## config.mk

```make
export PLATFORM = sky130hd
export DESIGN_NAME = pil_latch_unit
export DESIGN_NICKNAME = d
export VERILOG_FILES = /design/src/common/pil_pkg.sv /design/src/common/pil_reg_if.sv /design/src/rtl/pil_prio_enc.sv /design/src/rtl/pil_axil_slave.sv /design/src/rtl/pil_latch_unit.sv
export VERILOG_INCLUDE_DIRS = /design/src /design/src/common
export SDC_FILE = /design/constraint.sdc
export NUM_CORES = 1
export LEC_CHECK = 0
export BUFFER_PORTS_ARGS = -buffer_cell sky130_fd_sc_hd__buf_2
export CORE_ASPECT_RATIO = 1.2
export CORE_UTILIZATION = 48
export CTS_CLUSTER_SIZE = 30
export DETAILED_ROUTE_END_ITERATION = 12
export PLACE_DENSITY = 0.87
export SYNTH_ARGS = -nofsm -noshare
export SYNTH_HDL_FRONTEND = slang
export SYNTH_SLANG_ARGS = --single-unit
```

## constraint.sdc

```tcl
create_clock -name CLK_SYS_IN -period 2.54 [get_ports CLK_SYS_IN]
set_input_delay 0 -clock CLK_SYS_IN [delete_from_list [all_inputs] [get_ports CLK_SYS_IN]]
set_output_delay 0 -clock CLK_SYS_IN [all_outputs]
set_load 0.05 [all_outputs]
```

## src/common/pil_regs.svh

```systemverilog
/*
  Register indices, field positions, reset values and timing counts of the
  interrupt latch unit. Assumes inclusion by bare name from design files.
*/
`ifndef PIL_REGS_SVH
`define PIL_REGS_SVH

// Register indices; byte address is four times the index
`define PIL_IDX_LATCH_EXT  8'h2E
`define PIL_IDX_LATCH_LOW  8'h3C
`define PIL_IDX_LATCH_HIGH 8'h3D
`define PIL_IDX_EN_EXT     8'h2C
`define PIL_IDX_EN_LOW     8'h3A
`define PIL_IDX_EN_HIGH    8'h3B
`define PIL_IDX_CTRL       8'h40
`define PIL_IDX_STATUS     8'h41

// Control register fields and reset value
`define PIL_CTRL_EXT0_EN   0
`define PIL_CTRL_TRAP_SEL  1
`define PIL_CTRL_WDT_SEL   2
`define PIL_CTRL_RESET     8'h06

// Source positions
`define PIL_SRC_TRAP       2
`define PIL_SRC_WDT        3
`define PIL_SRC_EXT0       4
`define PIL_SRC_ADC        15
`define PIL_SRC_HI_FIRST   16

// Vectors
`define PIL_VEC_SOFT       16'hFFFC
`define PIL_VEC_TRAP       16'hFFFA
`define PIL_VEC_WDT        16'hFFF8
`define PIL_VEC_LO_BASE    16'hFFF6
`define PIL_VEC_HI_BASE    16'hFFBE

// Acceptance length in machine cycles, system clocks per machine cycle
`define PIL_ACCEPT_MCYC    8
`define PIL_CLKS_PER_MCYC  4

// AXI responses
`define PIL_RESP_OKAY      2'h0
`define PIL_RESP_SLVERR    2'h2

`endif

```

## src/common/pil_pkg.sv

```systemverilog
/*
  Types of the interrupt latch unit.
  Assumes nothing beyond a SystemVerilog compiler.
*/
package pil_pkg;
  typedef enum logic [1:0] {
    PIL_ST_IDLE   = 2'b01,
    PIL_ST_ACCEPT = 2'b10
  } pil_state_type;
  typedef logic [23:0] pil_src_type;
  typedef logic [15:0] pil_vector_type;
  typedef logic [4:0]  pil_idx_type;
endpackage

```

## src/common/pil_reg_if.sv

```systemverilog
/*
  Register access strobes between the bus slave and the register file.
  Assumes both ends run on the system clock.
*/
interface pil_reg_if;
  logic       wr_en;
  logic [7:0] wr_idx;
  logic [7:0] wr_data;
  logic       wr_ok;
  logic       rd_en;
  logic [7:0] rd_idx;
  logic [7:0] rd_data;
  logic       rd_ok;
  modport slave (output wr_en, wr_idx, wr_data, rd_en, rd_idx,
                 input  wr_ok, rd_data, rd_ok);
  modport regs  (input  wr_en, wr_idx, wr_data, rd_en, rd_idx,
                 output wr_ok, rd_data, rd_ok);
endinterface

```

## src/rtl/pil_prio_enc.sv

```systemverilog
/*
  Fixed priority encoder: lowest set index wins.
  Assumes a purely combinational context.
*/
module pil_prio_enc #(
  parameter int N = 24,
  parameter int W = 5
) (
  input  wire logic [N-1:0] req_in,
  output logic              hit_out,
  output logic [W-1:0]      idx_out
);
  always_comb
  begin
    hit_out = 1'b0;
    idx_out = '0;
    for (int i = N - 1; i >= 0; i--)
    begin
      if (req_in[i])
      begin
        hit_out = 1'b1;
        idx_out = W'(i);
      end
    end
  end
endmodule

```

## src/rtl/pil_axil_slave.sv

```systemverilog
/*
  AXI4-Lite slave turning bus transfers into one-cycle register strobes.
  Assumes the register side answers reads and decodes in the same cycle.
*/
`include "pil_regs.svh"
module pil_axil_slave (
  input  wire logic        clk_in,
  input  wire logic        resetn_in,
  input  wire logic [9:0]  awaddr_in,
  input  wire logic        awvalid_in,
  output logic             awready_out,
  input  wire logic [31:0] wdata_in,
  input  wire logic [3:0]  wstrb_in,
  input  wire logic        wvalid_in,
  output logic             wready_out,
  output logic [1:0]       bresp_out,
  output logic             bvalid_out,
  input  wire logic        bready_in,
  input  wire logic [9:0]  araddr_in,
  input  wire logic        arvalid_in,
  output logic             arready_out,
  output logic [31:0]      rdata_out,
  output logic [1:0]       rresp_out,
  output logic             rvalid_out,
  input  wire logic        rready_in,
  pil_reg_if.slave         rb
);
  logic       aw_full_q, aw_full_d, w_full_q, w_full_d, bvalid_q, bvalid_d;
  logic       rvalid_q, rvalid_d, wlane_q, wlane_d;
  logic [7:0] awidx_q, awidx_d, wbyte_q, wbyte_d, rbyte_q, rbyte_d;
  logic [1:0] bresp_q, bresp_d, rresp_q, rresp_d;
  logic       fire;

  assign awready_out = !aw_full_q;
  assign wready_out  = !w_full_q;
  assign arready_out = !rvalid_q;
  assign bvalid_out  = bvalid_q;
  assign bresp_out   = bresp_q;
  assign rvalid_out  = rvalid_q;
  assign rresp_out   = rresp_q;
  assign rdata_out   = {24'h000000, rbyte_q};
  assign fire        = aw_full_q && w_full_q && !bvalid_q;
  // Lane 0 unwritten leaves the register alone but still answers
  assign rb.wr_en    = fire && wlane_q;
  assign rb.wr_idx   = awidx_q;
  assign rb.wr_data  = wbyte_q;
  assign rb.rd_en    = arvalid_in && !rvalid_q;
  assign rb.rd_idx   = araddr_in[9:2];

  always_comb
  begin
    aw_full_d = aw_full_q;
    w_full_d  = w_full_q;
    awidx_d   = awidx_q;
    wbyte_d   = wbyte_q;
    wlane_d   = wlane_q;
    bvalid_d  = bvalid_q;
    bresp_d   = bresp_q;
    rvalid_d  = rvalid_q;
    rresp_d   = rresp_q;
    rbyte_d   = rbyte_q;
    if (awvalid_in && !aw_full_q)
    begin
      aw_full_d = 1'b1;
      awidx_d   = awaddr_in[9:2];
    end
    if (wvalid_in && !w_full_q)
    begin
      w_full_d = 1'b1;
      wbyte_d  = wdata_in[7:0];
      wlane_d  = wstrb_in[0];
    end
    if (fire)
    begin
      aw_full_d = 1'b0;
      w_full_d  = 1'b0;
      bvalid_d  = 1'b1;
      bresp_d   = rb.wr_ok ? `PIL_RESP_OKAY : `PIL_RESP_SLVERR;
    end
    else if (bvalid_q && bready_in)
      bvalid_d = 1'b0;
    if (rb.rd_en)
    begin
      rvalid_d = 1'b1;
      rbyte_d  = rb.rd_data;
      rresp_d  = rb.rd_ok ? `PIL_RESP_OKAY : `PIL_RESP_SLVERR;
    end
    else if (rvalid_q && rready_in)
      rvalid_d = 1'b0;
  end

  always_ff @(posedge clk_in or negedge resetn_in)
  begin
    if (!resetn_in)
    begin
      aw_full_q <= 1'b0;
      w_full_q  <= 1'b0;
      awidx_q   <= 8'h00;
      wbyte_q   <= 8'h00;
      wlane_q   <= 1'b0;
      bvalid_q  <= 1'b0;
      bresp_q   <= 2'h0;
      rvalid_q  <= 1'b0;
      rresp_q   <= 2'h0;
      rbyte_q   <= 8'h00;
    end
    else
    begin
      aw_full_q <= aw_full_d;
      w_full_q  <= w_full_d;
      awidx_q   <= awidx_d;
      wbyte_q   <= wbyte_d;
      wlane_q   <= wlane_d;
      bvalid_q  <= bvalid_d;
      bresp_q   <= bresp_d;
      rvalid_q  <= rvalid_d;
      rresp_q   <= rresp_d;
      rbyte_q   <= rbyte_d;
    end
  end
endmodule

```

## src/rtl/pil_latch_unit.sv

```systemverilog
/*
  Prioritized interrupt latch unit: request latches, enables, priority
  resolution, vectors and the acceptance sequence toward the CPU core.
  Assumes request pulses come from logic on the system clock and the CPU
  pulses the accept input only at an instruction boundary.
*/
// Design decision made here: register access over AXI4-Lite.
`include "pil_regs.svh"
module pil_latch_unit #(
  parameter int ACC_MCYC  = `PIL_ACCEPT_MCYC,
  parameter int MCYC_CLKS = `PIL_CLKS_PER_MCYC
) (
  input  wire logic               CLK_SYS_IN,
  input  wire logic               RESETN_IN,
  input  wire logic [9:0]         S_AXI_AWADDR_IN,
  input  wire logic               S_AXI_AWVALID_IN,
  output logic                    S_AXI_AWREADY_OUT,
  input  wire logic [31:0]        S_AXI_WDATA_IN,
  input  wire logic [3:0]         S_AXI_WSTRB_IN,
  input  wire logic               S_AXI_WVALID_IN,
  output logic                    S_AXI_WREADY_OUT,
  output logic [1:0]              S_AXI_BRESP_OUT,
  output logic                    S_AXI_BVALID_OUT,
  input  wire logic               S_AXI_BREADY_IN,
  input  wire logic [9:0]         S_AXI_ARADDR_IN,
  input  wire logic               S_AXI_ARVALID_IN,
  output logic                    S_AXI_ARREADY_OUT,
  output logic [31:0]             S_AXI_RDATA_OUT,
  output logic [1:0]              S_AXI_RRESP_OUT,
  output logic                    S_AXI_RVALID_OUT,
  input  wire logic               S_AXI_RREADY_IN,
  input  wire logic [23:4]        SRC_REQ_IN,
  input  wire logic               FETCH_TRAP_IRQ_IN,
  input  wire logic               WATCHDOG_IRQ_IN,
  input  wire logic               SOFTWARE_TRAP_IRQ_IN,
  input  wire logic               UNDEFINED_OPCODE_IRQ_IN,
  input  wire logic               ACCEPT_IN,
  input  wire logic               ENABLE_IRQ_INSTRUCTION_IN,
  input  wire logic               DISABLE_IRQ_INSTRUCTION_IN,
  input  wire logic               MASTER_EN_RESTORE_IN,
  input  wire logic               MASTER_EN_RESTORE_VAL_IN,
  output logic                    IRQ_REQ_OUT,
  output pil_pkg::pil_vector_type VECTOR_OUT,
  output logic                    MASTER_EN_STACKED_OUT,
  output logic                    ACCEPT_BUSY_OUT,
  output logic                    ACCEPT_DONE_OUT,
  output logic                    TRAP_RESET_OUT,
  output logic                    WATCHDOG_RESET_OUT
);
  import pil_pkg::*;

  pil_reg_if rb ();

  pil_src_type    latch_q, latch_d, en_q, en_d, latch_set, sw_clr, acc_clr, elig;
  logic [7:0]     ctrl_q, ctrl_d;
  logic           master_q, master_d, soft_req, hit, start, adc_lost, mtick;
  pil_idx_type    hit_idx, acc_idx_q, acc_idx_d;
  pil_state_type  state_q, state_d;
  logic [3:0]     mcnt_q, mcnt_d;
  logic [2:0]     mdiv_q, mdiv_d;
  pil_vector_type vec_q, vec_d, vec_c;
  logic           done_q, done_d, stacked_q, stacked_d;
  logic           trap_rst_q, trap_rst_d, wdt_rst_q, wdt_rst_d;

  pil_axil_slave u_bus (
    .clk_in      (CLK_SYS_IN),
    .resetn_in   (RESETN_IN),
    .awaddr_in   (S_AXI_AWADDR_IN),
    .awvalid_in  (S_AXI_AWVALID_IN),
    .awready_out (S_AXI_AWREADY_OUT),
    .wdata_in    (S_AXI_WDATA_IN),
    .wstrb_in    (S_AXI_WSTRB_IN),
    .wvalid_in   (S_AXI_WVALID_IN),
    .wready_out  (S_AXI_WREADY_OUT),
    .bresp_out   (S_AXI_BRESP_OUT),
    .bvalid_out  (S_AXI_BVALID_OUT),
    .bready_in   (S_AXI_BREADY_IN),
    .araddr_in   (S_AXI_ARADDR_IN),
    .arvalid_in  (S_AXI_ARVALID_IN),
    .arready_out (S_AXI_ARREADY_OUT),
    .rdata_out   (S_AXI_RDATA_OUT),
    .rresp_out   (S_AXI_RRESP_OUT),
    .rvalid_out  (S_AXI_RVALID_OUT),
    .rready_in   (S_AXI_RREADY_IN),
    .rb          (rb.slave)
  );

  // Non-maskable latches ignore enables; maskable ones are gated
  always_comb
  begin
    elig = '0;
    elig[`PIL_SRC_WDT:`PIL_SRC_TRAP] = latch_q[`PIL_SRC_WDT:`PIL_SRC_TRAP];
    elig[23:4] = latch_q[23:4] & en_q[23:4] & {20{master_q}};
    elig[`PIL_SRC_EXT0] = elig[`PIL_SRC_EXT0] & ctrl_q[`PIL_CTRL_EXT0_EN];
  end

  pil_prio_enc #(.N(24), .W(5)) u_enc (
    .req_in  (elig),
    .hit_out (hit),
    .idx_out (hit_idx)
  );

  // Software and undefined traps outrank latched ones within the shared level
  assign soft_req = SOFTWARE_TRAP_IRQ_IN || UNDEFINED_OPCODE_IRQ_IN;
  assign start    = (state_q == PIL_ST_IDLE) && ACCEPT_IN && (soft_req || hit);
  assign adc_lost = start && !soft_req && (hit_idx > 5'(`PIL_SRC_ADC));
  assign IRQ_REQ_OUT = (state_q == PIL_ST_IDLE) && (soft_req || hit);

  always_comb
  begin
    if (soft_req)
      vec_c = `PIL_VEC_SOFT;
    else if (hit_idx == 5'(`PIL_SRC_TRAP))
      vec_c = `PIL_VEC_TRAP;
    else if (hit_idx == 5'(`PIL_SRC_WDT))
      vec_c = `PIL_VEC_WDT;
    else if (hit_idx < 5'(`PIL_SRC_HI_FIRST))
      vec_c = `PIL_VEC_LO_BASE - {10'h000, hit_idx - 5'(`PIL_SRC_EXT0), 1'b0};
    else
      vec_c = `PIL_VEC_HI_BASE - {10'h000, hit_idx - 5'(`PIL_SRC_HI_FIRST), 1'b0};
  end

  // Register file next values
  always_comb
  begin
    latch_set = '0;
    latch_set[23:4] = SRC_REQ_IN;
    latch_set[`PIL_SRC_TRAP] = FETCH_TRAP_IRQ_IN && !ctrl_q[`PIL_CTRL_TRAP_SEL];
    latch_set[`PIL_SRC_WDT]  = WATCHDOG_IRQ_IN && !ctrl_q[`PIL_CTRL_WDT_SEL];
    sw_clr  = '0;
    acc_clr = '0;
    en_d     = en_q;
    ctrl_d   = ctrl_q;
    master_d = master_q;
    rb.wr_ok = 1'b1;
    if (rb.wr_en)
    begin
      unique case (rb.wr_idx)
        `PIL_IDX_LATCH_LOW:  sw_clr[7:0]   = ~rb.wr_data;
        `PIL_IDX_LATCH_HIGH: sw_clr[15:8]  = ~rb.wr_data;
        `PIL_IDX_LATCH_EXT:  sw_clr[23:16] = ~rb.wr_data;
        `PIL_IDX_EN_LOW:
        begin
          en_d[7:4] = rb.wr_data[7:4];
          master_d  = rb.wr_data[0];
        end
        `PIL_IDX_EN_HIGH:    en_d[15:8]  = rb.wr_data;
        `PIL_IDX_EN_EXT:     en_d[23:16] = rb.wr_data;
        `PIL_IDX_CTRL:       ctrl_d      = rb.wr_data & 8'h07;
        `PIL_IDX_STATUS:     rb.wr_ok    = 1'b1;
        default:             rb.wr_ok    = 1'b0;
      endcase
    end
    if (ENABLE_IRQ_INSTRUCTION_IN)
      master_d = 1'b1;
    if (DISABLE_IRQ_INSTRUCTION_IN)
      master_d = 1'b0;
    if (MASTER_EN_RESTORE_IN)
      master_d = MASTER_EN_RESTORE_VAL_IN;
    if (start)
    begin
      master_d = 1'b0;
      if (!soft_req)
        acc_clr = 24'h000001 << hit_idx;
    end
    if (adc_lost)
      latch_set[`PIL_SRC_ADC] = 1'b0;
    // Set wins over any clear arriving in the same cycle; writes only clear
    latch_d = ((latch_q & ~sw_clr & ~acc_clr) | latch_set) & 24'hFFFFFC;
    en_d[3:0] = 4'h0;
  end

  always_comb
  begin
    rb.rd_data = 8'h00;
    rb.rd_ok   = 1'b1;
    unique case (rb.rd_idx)
      `PIL_IDX_LATCH_LOW:  rb.rd_data = latch_q[7:0];
      `PIL_IDX_LATCH_HIGH: rb.rd_data = latch_q[15:8];
      `PIL_IDX_LATCH_EXT:  rb.rd_data = latch_q[23:16];
      `PIL_IDX_EN_LOW:     rb.rd_data = {en_q[7:4], 3'h0, master_q};
      `PIL_IDX_EN_HIGH:    rb.rd_data = en_q[15:8];
      `PIL_IDX_EN_EXT:     rb.rd_data = en_q[23:16];
      `PIL_IDX_CTRL:       rb.rd_data = ctrl_q;
      `PIL_IDX_STATUS:     rb.rd_data = {state_q == PIL_ST_ACCEPT, IRQ_REQ_OUT, 1'b0, acc_idx_q};
      default:             rb.rd_ok   = 1'b0;
    endcase
  end

  always_ff @(posedge CLK_SYS_IN or negedge RESETN_IN)
  begin
    if (!RESETN_IN)
    begin
      latch_q  <= '0;
      en_q     <= '0;
      master_q <= 1'b0;
      ctrl_q   <= `PIL_CTRL_RESET;
    end
    else
    begin
      latch_q  <= latch_d;
      en_q     <= en_d;
      master_q <= master_d;
      ctrl_q   <= ctrl_d;
    end
  end

  // Acceptance sequence timed in machine cycles
  assign mtick = (mdiv_q == 3'(MCYC_CLKS - 1));

  always_comb
  begin
    state_d    = state_q;
    mdiv_d     = 3'h0;
    mcnt_d     = mcnt_q;
    acc_idx_d  = acc_idx_q;
    vec_d      = vec_q;
    stacked_d  = stacked_q;
    done_d     = 1'b0;
    trap_rst_d = FETCH_TRAP_IRQ_IN && ctrl_q[`PIL_CTRL_TRAP_SEL];
    wdt_rst_d  = WATCHDOG_IRQ_IN && ctrl_q[`PIL_CTRL_WDT_SEL];
    unique case (state_q)
      PIL_ST_IDLE:
      begin
        if (start)
        begin
          state_d   = PIL_ST_ACCEPT;
          mcnt_d    = 4'h0;
          acc_idx_d = soft_req ? 5'h00 : hit_idx;
          vec_d     = vec_c;
          stacked_d = master_q;
        end
      end
      PIL_ST_ACCEPT:
      begin
        mdiv_d = mtick ? 3'h0 : mdiv_q + 3'h1;
        if (mtick)
        begin
          mcnt_d = mcnt_q + 4'h1;
          if (mcnt_q == 4'(ACC_MCYC - 1))
          begin
            state_d = PIL_ST_IDLE;
            done_d  = 1'b1;
          end
        end
      end
    endcase
  end

  always_ff @(posedge CLK_SYS_IN or negedge RESETN_IN)
  begin
    if (!RESETN_IN)
    begin
      state_q    <= PIL_ST_IDLE;
      mdiv_q     <= 3'h0;
      mcnt_q     <= 4'h0;
      acc_idx_q  <= 5'h00;
      vec_q      <= 16'h0000;
      stacked_q  <= 1'b0;
      done_q     <= 1'b0;
      trap_rst_q <= 1'b0;
      wdt_rst_q  <= 1'b0;
    end
    else
    begin
      state_q    <= state_d;
      mdiv_q     <= mdiv_d;
      mcnt_q     <= mcnt_d;
      acc_idx_q  <= acc_idx_d;
      vec_q      <= vec_d;
      stacked_q  <= stacked_d;
      done_q     <= done_d;
      trap_rst_q <= trap_rst_d;
      wdt_rst_q  <= wdt_rst_d;
    end
  end

  assign VECTOR_OUT            = vec_q;
  assign MASTER_EN_STACKED_OUT = stacked_q;
  assign ACCEPT_BUSY_OUT       = (state_q == PIL_ST_ACCEPT);
  assign ACCEPT_DONE_OUT       = done_q;
  assign TRAP_RESET_OUT        = trap_rst_q;
  assign WATCHDOG_RESET_OUT    = wdt_rst_q;
endmodule

```

# After elaboration in Yosys (flattened, before gate mapping)

Index checks and enable logic that the tools add are counted.

Register bits: 113
Input port bits: 92
Output and inout port bits: 63
Logic and storage cells: 198

Add/sub/neg operators: 6
$lt $le $gt $ge: 2
Equal/unequal tests: 25
Shift operators: 1
Muxes and demuxes: 88
Bitwise logic cells: 9
Reduce and logical (&&, ||, !) cells: 42

Operators by type and width:

| kind                 | number |
|---|---|
| $mux 5               | 23 |
| $eq 8x6->1 const B   | 12 |
| $mux 24              | 3 |
| $mux 16              | 4 |
| $pmux 8 s8           | 1 |
| $and 24x24->24       | 2 |
| $not 24->24          | 2 |
| $mux 1               | 43 |
| $and 20x20->20       | 2 |
| $eq 8x7->1 const B   | 4 |
| $mux 8               | 3 |
| $or 24x24->24        | 1 |
| $shl 1x5->24 const A | 1 |
| $logic_and 1x1->1    | 17 |
| $reduce_or 8->1      | 2 |
| $reduce_and 2->1     | 7 |
| $eq 5x2->1 const B   | 2 |
| $mux 2               | 5 |
| $reduce_bool 5->1    | 2 |
| $sub 8x7->9 const A  | 1 |
| $mux 4               | 2 |
| $not 8->8            | 1 |
| $pmux 4 s2           | 1 |
| $reduce_bool 2->1    | 4 |
| 19 further kinds     | 28 |

# Longest topological paths before layout

Depth in word-level cells: 30
Mapped depth: 10
Gate-level depth less buffers: 9

# By module

Synthesis repeated with hierarchy kept, for this count alone.

Cell total of the unflattened synthesis: 573
Area total of the unflattened synthesis: 5931.9 µm²

By module, submodules not included:

| module         | times used | cells each | area each (µm²) | sequential area each (µm²) |
|---|---|---|---|---|
| pil_latch_unit | 1          | 414        | 4086.4          | 1780.5 |
| pil_axil_slave | 1          | 112        | 1554.0          | 775.7 |
| pil_prio_enc   | 1          | 47         | 291.5           | 0.0 |

# Least setup slack after synthesis

Ideal clock, no wire load.

Path kind: reg2reg
Start: reg master_q
End: reg vec_q[6] (netlist: VECTOR_OUT[6])
Library setup time: 133 ps
Arrival: 2276 ps
Data required time: 2407 ps
Path slack: 130 ps
Stages on the path, launching flop included: 10
Path buffers: 2
Period minus slack after synthesis: 2410 ps
Cell sequence: dfrtp_1 > clkbuf_1 > o2111ai_1 > and3_1 > and3b_1 > clkbuf_1 > inv_1 > ha_1 > o41ai_1 > a21oi_1

Cells in the longest elaborated chain, start to end: 29
Elaborated cells on any way between the ends: 60
Those cells by class: add/sub (4); order compare (1); eq/ne (2); mux (48); bitwise (2); reduce/logical (3)

Ends and longest elaborated chain:

| what                                                        | RTL line                                     | source |
|---|---|---|
| start: declaration                                          | pil_latch_unit.sv:56                         | `logic master_q, master_d, soft_req, hit, start, adc_lost, mtick;` |
| start signal: assignment                                    | pil_latch_unit.sv:203                        | `master_q <= master_d;` |
| $and 20x20->20 *                                            | pil_latch_unit.sv:93                         | `elig[23:4] = latch_q[23:4] & en_q[23:4] & {20{master_q}};` |
| $mux 5 (22 in series)                                       | pil_prio_enc.sv:19                           | `if (req_in[i])` |
| $sub 5x5->5 / $sub 5x3->5 (equally long branches)           | pil_latch_unit.sv:120, pil_latch_unit.sv:118 |  |
| $sub 8x7->9 (no line) / $sub 5x7->8 (equally long branches) | --                                           |  |
| $mux 16                                                     | pil_latch_unit.sv:117                        | `` else if (hit_idx < 5'(`PIL_SRC_HI_FIRST)) `` |
| $mux 16                                                     | pil_latch_unit.sv:115                        | `` else if (hit_idx == 5'(`PIL_SRC_WDT)) `` |
| $mux 16                                                     | pil_latch_unit.sv:113                        | `` else if (hit_idx == 5'(`PIL_SRC_TRAP)) `` |
| $mux 16                                                     | pil_latch_unit.sv:111                        | `if (soft_req)` |
| end signal: assignment                                      | pil_latch_unit.sv:270                        | `vec_q <= vec_d;` |
| end: declaration                                            | pil_latch_unit.sv:61                         | `pil_vector_type vec_q, vec_d, vec_c;` |

Every way passes the cells marked *; elsewhere a longest branch is shown, timed or not.
A chain may end at the register's enable or synchronous reset.

# Worst setup path after layout

Start: reg latch_q[17]
End: out IRQ_REQ_OUT

Cells in the longest elaborated chain, start to end: 20

Ends and longest elaborated chain:

| what                         | RTL line              | source |
|---|---|---|
| start: declaration           | pil_latch_unit.sv:54  | `pil_src_type latch_q, latch_d, en_q, en_d, latch_set, sw_clr, acc_clr, elig;` |
| start signal: assignment     | pil_latch_unit.sv:201 | `latch_q <= latch_d;` |
| $and 20x20->20 (2 in series) | pil_latch_unit.sv:93  |  |
| $mux 1 (16 in series)        | pil_prio_enc.sv:19    |  |
| $logic_or 1x1->1             | pil_latch_unit.sv:107 | `assign IRQ_REQ_OUT = (state_q == PIL_ST_IDLE) && (soft_req \|\| hit);` |
| $logic_and 1x1->1            | pil_latch_unit.sv:107 |  |
| end: declaration             | pil_latch_unit.sv:42  | `output logic IRQ_REQ_OUT,` |

Every way passes these cells.

==> out/metrics.csv <==
stage,metric,value,unit
floorplanning,die_area,12100,µm²
hold_path,hp-class,in -> reg,
synthesis,synth_edf_count,0,
critical_path,slowest_stage,or4b_4,
cells_and_area,final_layout_size_suffix_gt1_share,29.2,%
critical_path,crit_arrival,2.47,ns
pwr,vdd_ir_drop_max,591,µV
placement,gp_congestion,1.00,
critical_path,cp-end-kind,output pin,
cells_and_area,final_nets,844,
routing,drt_iter0_markers,355,
clock_tree,numClockSinks,102,
synthesis,synth_top_flop_cell,dfrtp_1,
placement,dp.cells,838,
pwr,p_switching,1.96,mW
routing,finalWirelength,18000,µm
pwr,comb_power_share,31.2,%
synthesis,synthArstFlopShare,100,%
timing,period_share,97.2,%
clock_tree,cts_buffers,9,
global_routing,antenna_found_initial,0,
timing,min_period,2.47,ns
pwr,total_leakage_power,3.27,nW
routing,viasPerCell,5.85,
critical_path,startpoint_type,flip-flop,
pwr,p_seq_share,41.5,%
floorplanning,placement_rows,42,
synthesis,synth_area,5620,µm²
critical_path,critPathRequiredTime,2.54,ns
cells_and_area,fin_cells,904,
global_routing,grt_max_degree,80,
synthesis,yosysWarnings,0,
timing,fmax,405,MHz
pwr,p_per_area,747,nW/µm²
pwr,clkPwrFrac,27.3,%
floorplanning,start_util,50.2,%
routing,dr_total_vias,5288,
global_routing,grt_pass1_vias,5316,
floorplanning,dieWidth,101,µm
cells_and_area,fill_cells,893,
routing,drtPass1Iterations,5,
timing,hold_violations,0,
placement,port_buffers,96,
timing,tns,0,ns
timing,drv_slew,0,
critical_path,crit_fanout,5,
timing,tightest_slew,0.978,ns
synthesis,synth_seq_area_share,45.5,%
routing,routedWlPerCell,19.9,µm
clock_tree,root_buffer,clkbuf_16,
pwr,p_int,3.43,mW
global_routing,grt_pass1_wl,27800,µm
synthesis,ys_ff_latch,102,
synthesis,synth_cell_types,72,
clock_tree,worstSkewPairLatency,0.36,ns
timing,finalSetupViolations,0,
critical_path,path_class,reg -> out,
routing,drc,0,
synthesis,post_synth.cell_area_avg,9.81,µm²
cells_and_area,synthToLayoutAreaGrowth,28.4,%
global_routing,gr-total-overflow,0,
floorplanning,ios,155,
timing,rsz0062_at_grt,no,
timing,slew_headroom,34.8,%
job,drv_cap,0,
timing,clock_skew,0.00730,ns
pwr,p_sw_share,36.4,%
critical_path,crit_path_max_incr_delay,0.53,ns
clock_tree,cts_max_path_buffers,2,
synthesis,synth_top_area_share,44.1,%
critical_path,crit_chain,a22o_1 -> o41a_1 -> or4b_4 -> nand2_2 -> inv_1 -> buf_2,
placement,hpwl,13600,µm
clock_tree,htreeDepth,3,
floorplanning,chipHeight,121,µm
clock_tree,cts_tree,done,
synthesis,synthCells,573,
global_routing,track_usage,31.1,%
outcome,status,"finished, final reports clean",
routing,antenna_left,0,
cells_and_area,antenna_cells,0,
synthesis,synth.largest_area_cell,dfrtp_1,
synthesis,synthTopCellsByArea,"dfrtp_1 44%, mux2_2 8.2%, buf_4 4.7%",
timing,fin_hold_ws,0.0694,ns
floorplanning,core_area,11200,µm²
clock_tree,clk_pin_slew_worst_paths,0.07,ns
sequential cells by signal, summed over array words and instances (netlist names), 3 cells and up:
signal and flops:
acc_idx_q 5, u_bus.rb.wr_idx 8, u_bus.rb.wr_data 8, u_bus.rbyte_q 8, ctrl_q 3, mdiv_q 3, latch_q 22, VECTOR_OUT 7
mcnt_q 4, en_q 20
worst paths after layout:
check | from | endpoint | slack, ns | cells after the start
min in group asynchronous | RESETN_IN | u_bus.rresp_out[1]$_DFFE_PN0P_ | 0.35 | 2
hold reg to reg | mdiv_q[0]$_DFF_PN0_ | mdiv_q[0]$_DFF_PN0_ | 0.46 | 1
setup reg to reg | latch_q[17]$_DFF_PN0_ | VECTOR_OUT[6]$_DFFE_PN0P_ | 0.15 | 8
max in group asynchronous | RESETN_IN | en_q[13]$_DFFE_PN0P_ | 1.39 | 3
hold / removal | S_AXI_ARADDR_IN[3] | u_bus.rresp_out[1]$_DFFE_PN0P_ | 0.07 | 4
setup / recovery | latch_q[17]$_DFF_PN0_ | IRQ_REQ_OUT | 0.07 | 6
Yosys cell counts (6+ instances only):
cell type  instances
nor2_1            28
a22oi_1            6
nand2_1           62
a22o_1             8
o211ai_1           6
a31oi_1           11
nand2b_1           8
mux2i_1            9
a21oi_1           48
buf_4             35
inv_1             23
mux2_2            41
dfrtp_1           99
o21ai_0           20
clkbuf_1          15
nand3_1           22
nor3_1            16
critical path: cells and delay by family, from the launching register on:
kind	cells	cell delay, ns
AND/OR/NAND/NOR	2	0.65
AO/OA/AOI/OAI	2	0.73
flip-flops	1	0.48
buffers and inverters	2	0.25
power groups by stage:
stage               logic (mW)  clock network [mW]  registers (mW)
finish                    1.68                1.47            2.24
global route              1.80                1.54            2.27
CTS                       1.67                1.50            2.23
detailed placement        1.60                   0            2.26
global placement          1.54                   0            2.24
floorplan                 1.05                   0            2.27
layer usage:
layer  GRT usage, %  part of all wire (%)  up-vias
met5              0                     0        -
met3           5.66                   6.0       61
met4           17.0                   4.8        0
li1               -                     -     2386
met1           35.1                    38     2585
met2           55.0                    51      256
metrics by stage:
stage               util, %  worst slack (ns)  area, µm²  power [mW]
CTS                    64.3            0.0289       7200        5.39
global placement       56.9             0.171       6370        3.79
detailed placement     56.9             0.155       6370        3.86
finish                 64.5            0.0710       7210        5.39
global route           64.5            0.0114       7210        5.61
floorplan                 -             0.130       5720        3.32
cell families (layout without fill, tap and decap cells):
logic type | count (synthesis) | count (layout) | synth area share [%]
simple gates | 189 | 189 | 17.7
buf+inv | 77 | 228 | 7.64
fa+ha+maj | 5 | 5 | 1.11
flops | 102 | 102 | 45.5
compound gates | 147 | 147 | 17.8
xor+xnor | 1 | 1 | 0.156
other cells | 1 | 27 | 0.0667
mux | 51 | 51 | 10.0
what timing repair did:
item / in CTS / in global routing
hold endpoints to repair: 125 / 0
hold buffers: 52 / 0
setup endpoints to repair: 0 / 3
gates resized for setup: 0 / 3
setup buffers: 0 / 0
layout by cell type (no fill, tap or decap), types with 5 or more instances in the layout:
master         netlist  routed
dfrtp_1             99      99
buf_2                1      95
nand2_1             62      61
dlygate4sd3_1        0      52
a21oi_1             48      48
buf_4               35      44
mux2_2              41      41
nor2_1              28      28
conb_1               1      27
inv_1               23      23
nand3_1             22      22
o21ai_0             20      20
nor3_1              16      16
a31oi_1             11      11
mux2i_1              9       9
clkbuf_16            0       9
a22o_1               8       8
nand2b_1             8       8
a22oi_1              6       6
o211ai_1             6       6
or2_2                5       5
and2_1               5       5
nor4_1               5       5
ha_1                 5       5
final cells by class:
| cell class | count | area [µm²] | share of cell area (%) |
|---|---|---|---|
| sequential | 102 | 2560 | 35.4 |
| multi-input combinational | 420 | 2750 | 38.1 |
| timing repair buffer | 191 | 1330 | 18.4 |
| clock buffer | 9 | 225 | 3.12 |
| tap | 154 | 193 | 2.67 |
| inverter | 23 | 86.3 | 1.20 |
| clock inverter | 5 | 82.6 | 1.14 |
No activity file was read; power rests on OpenSTA's default activity.
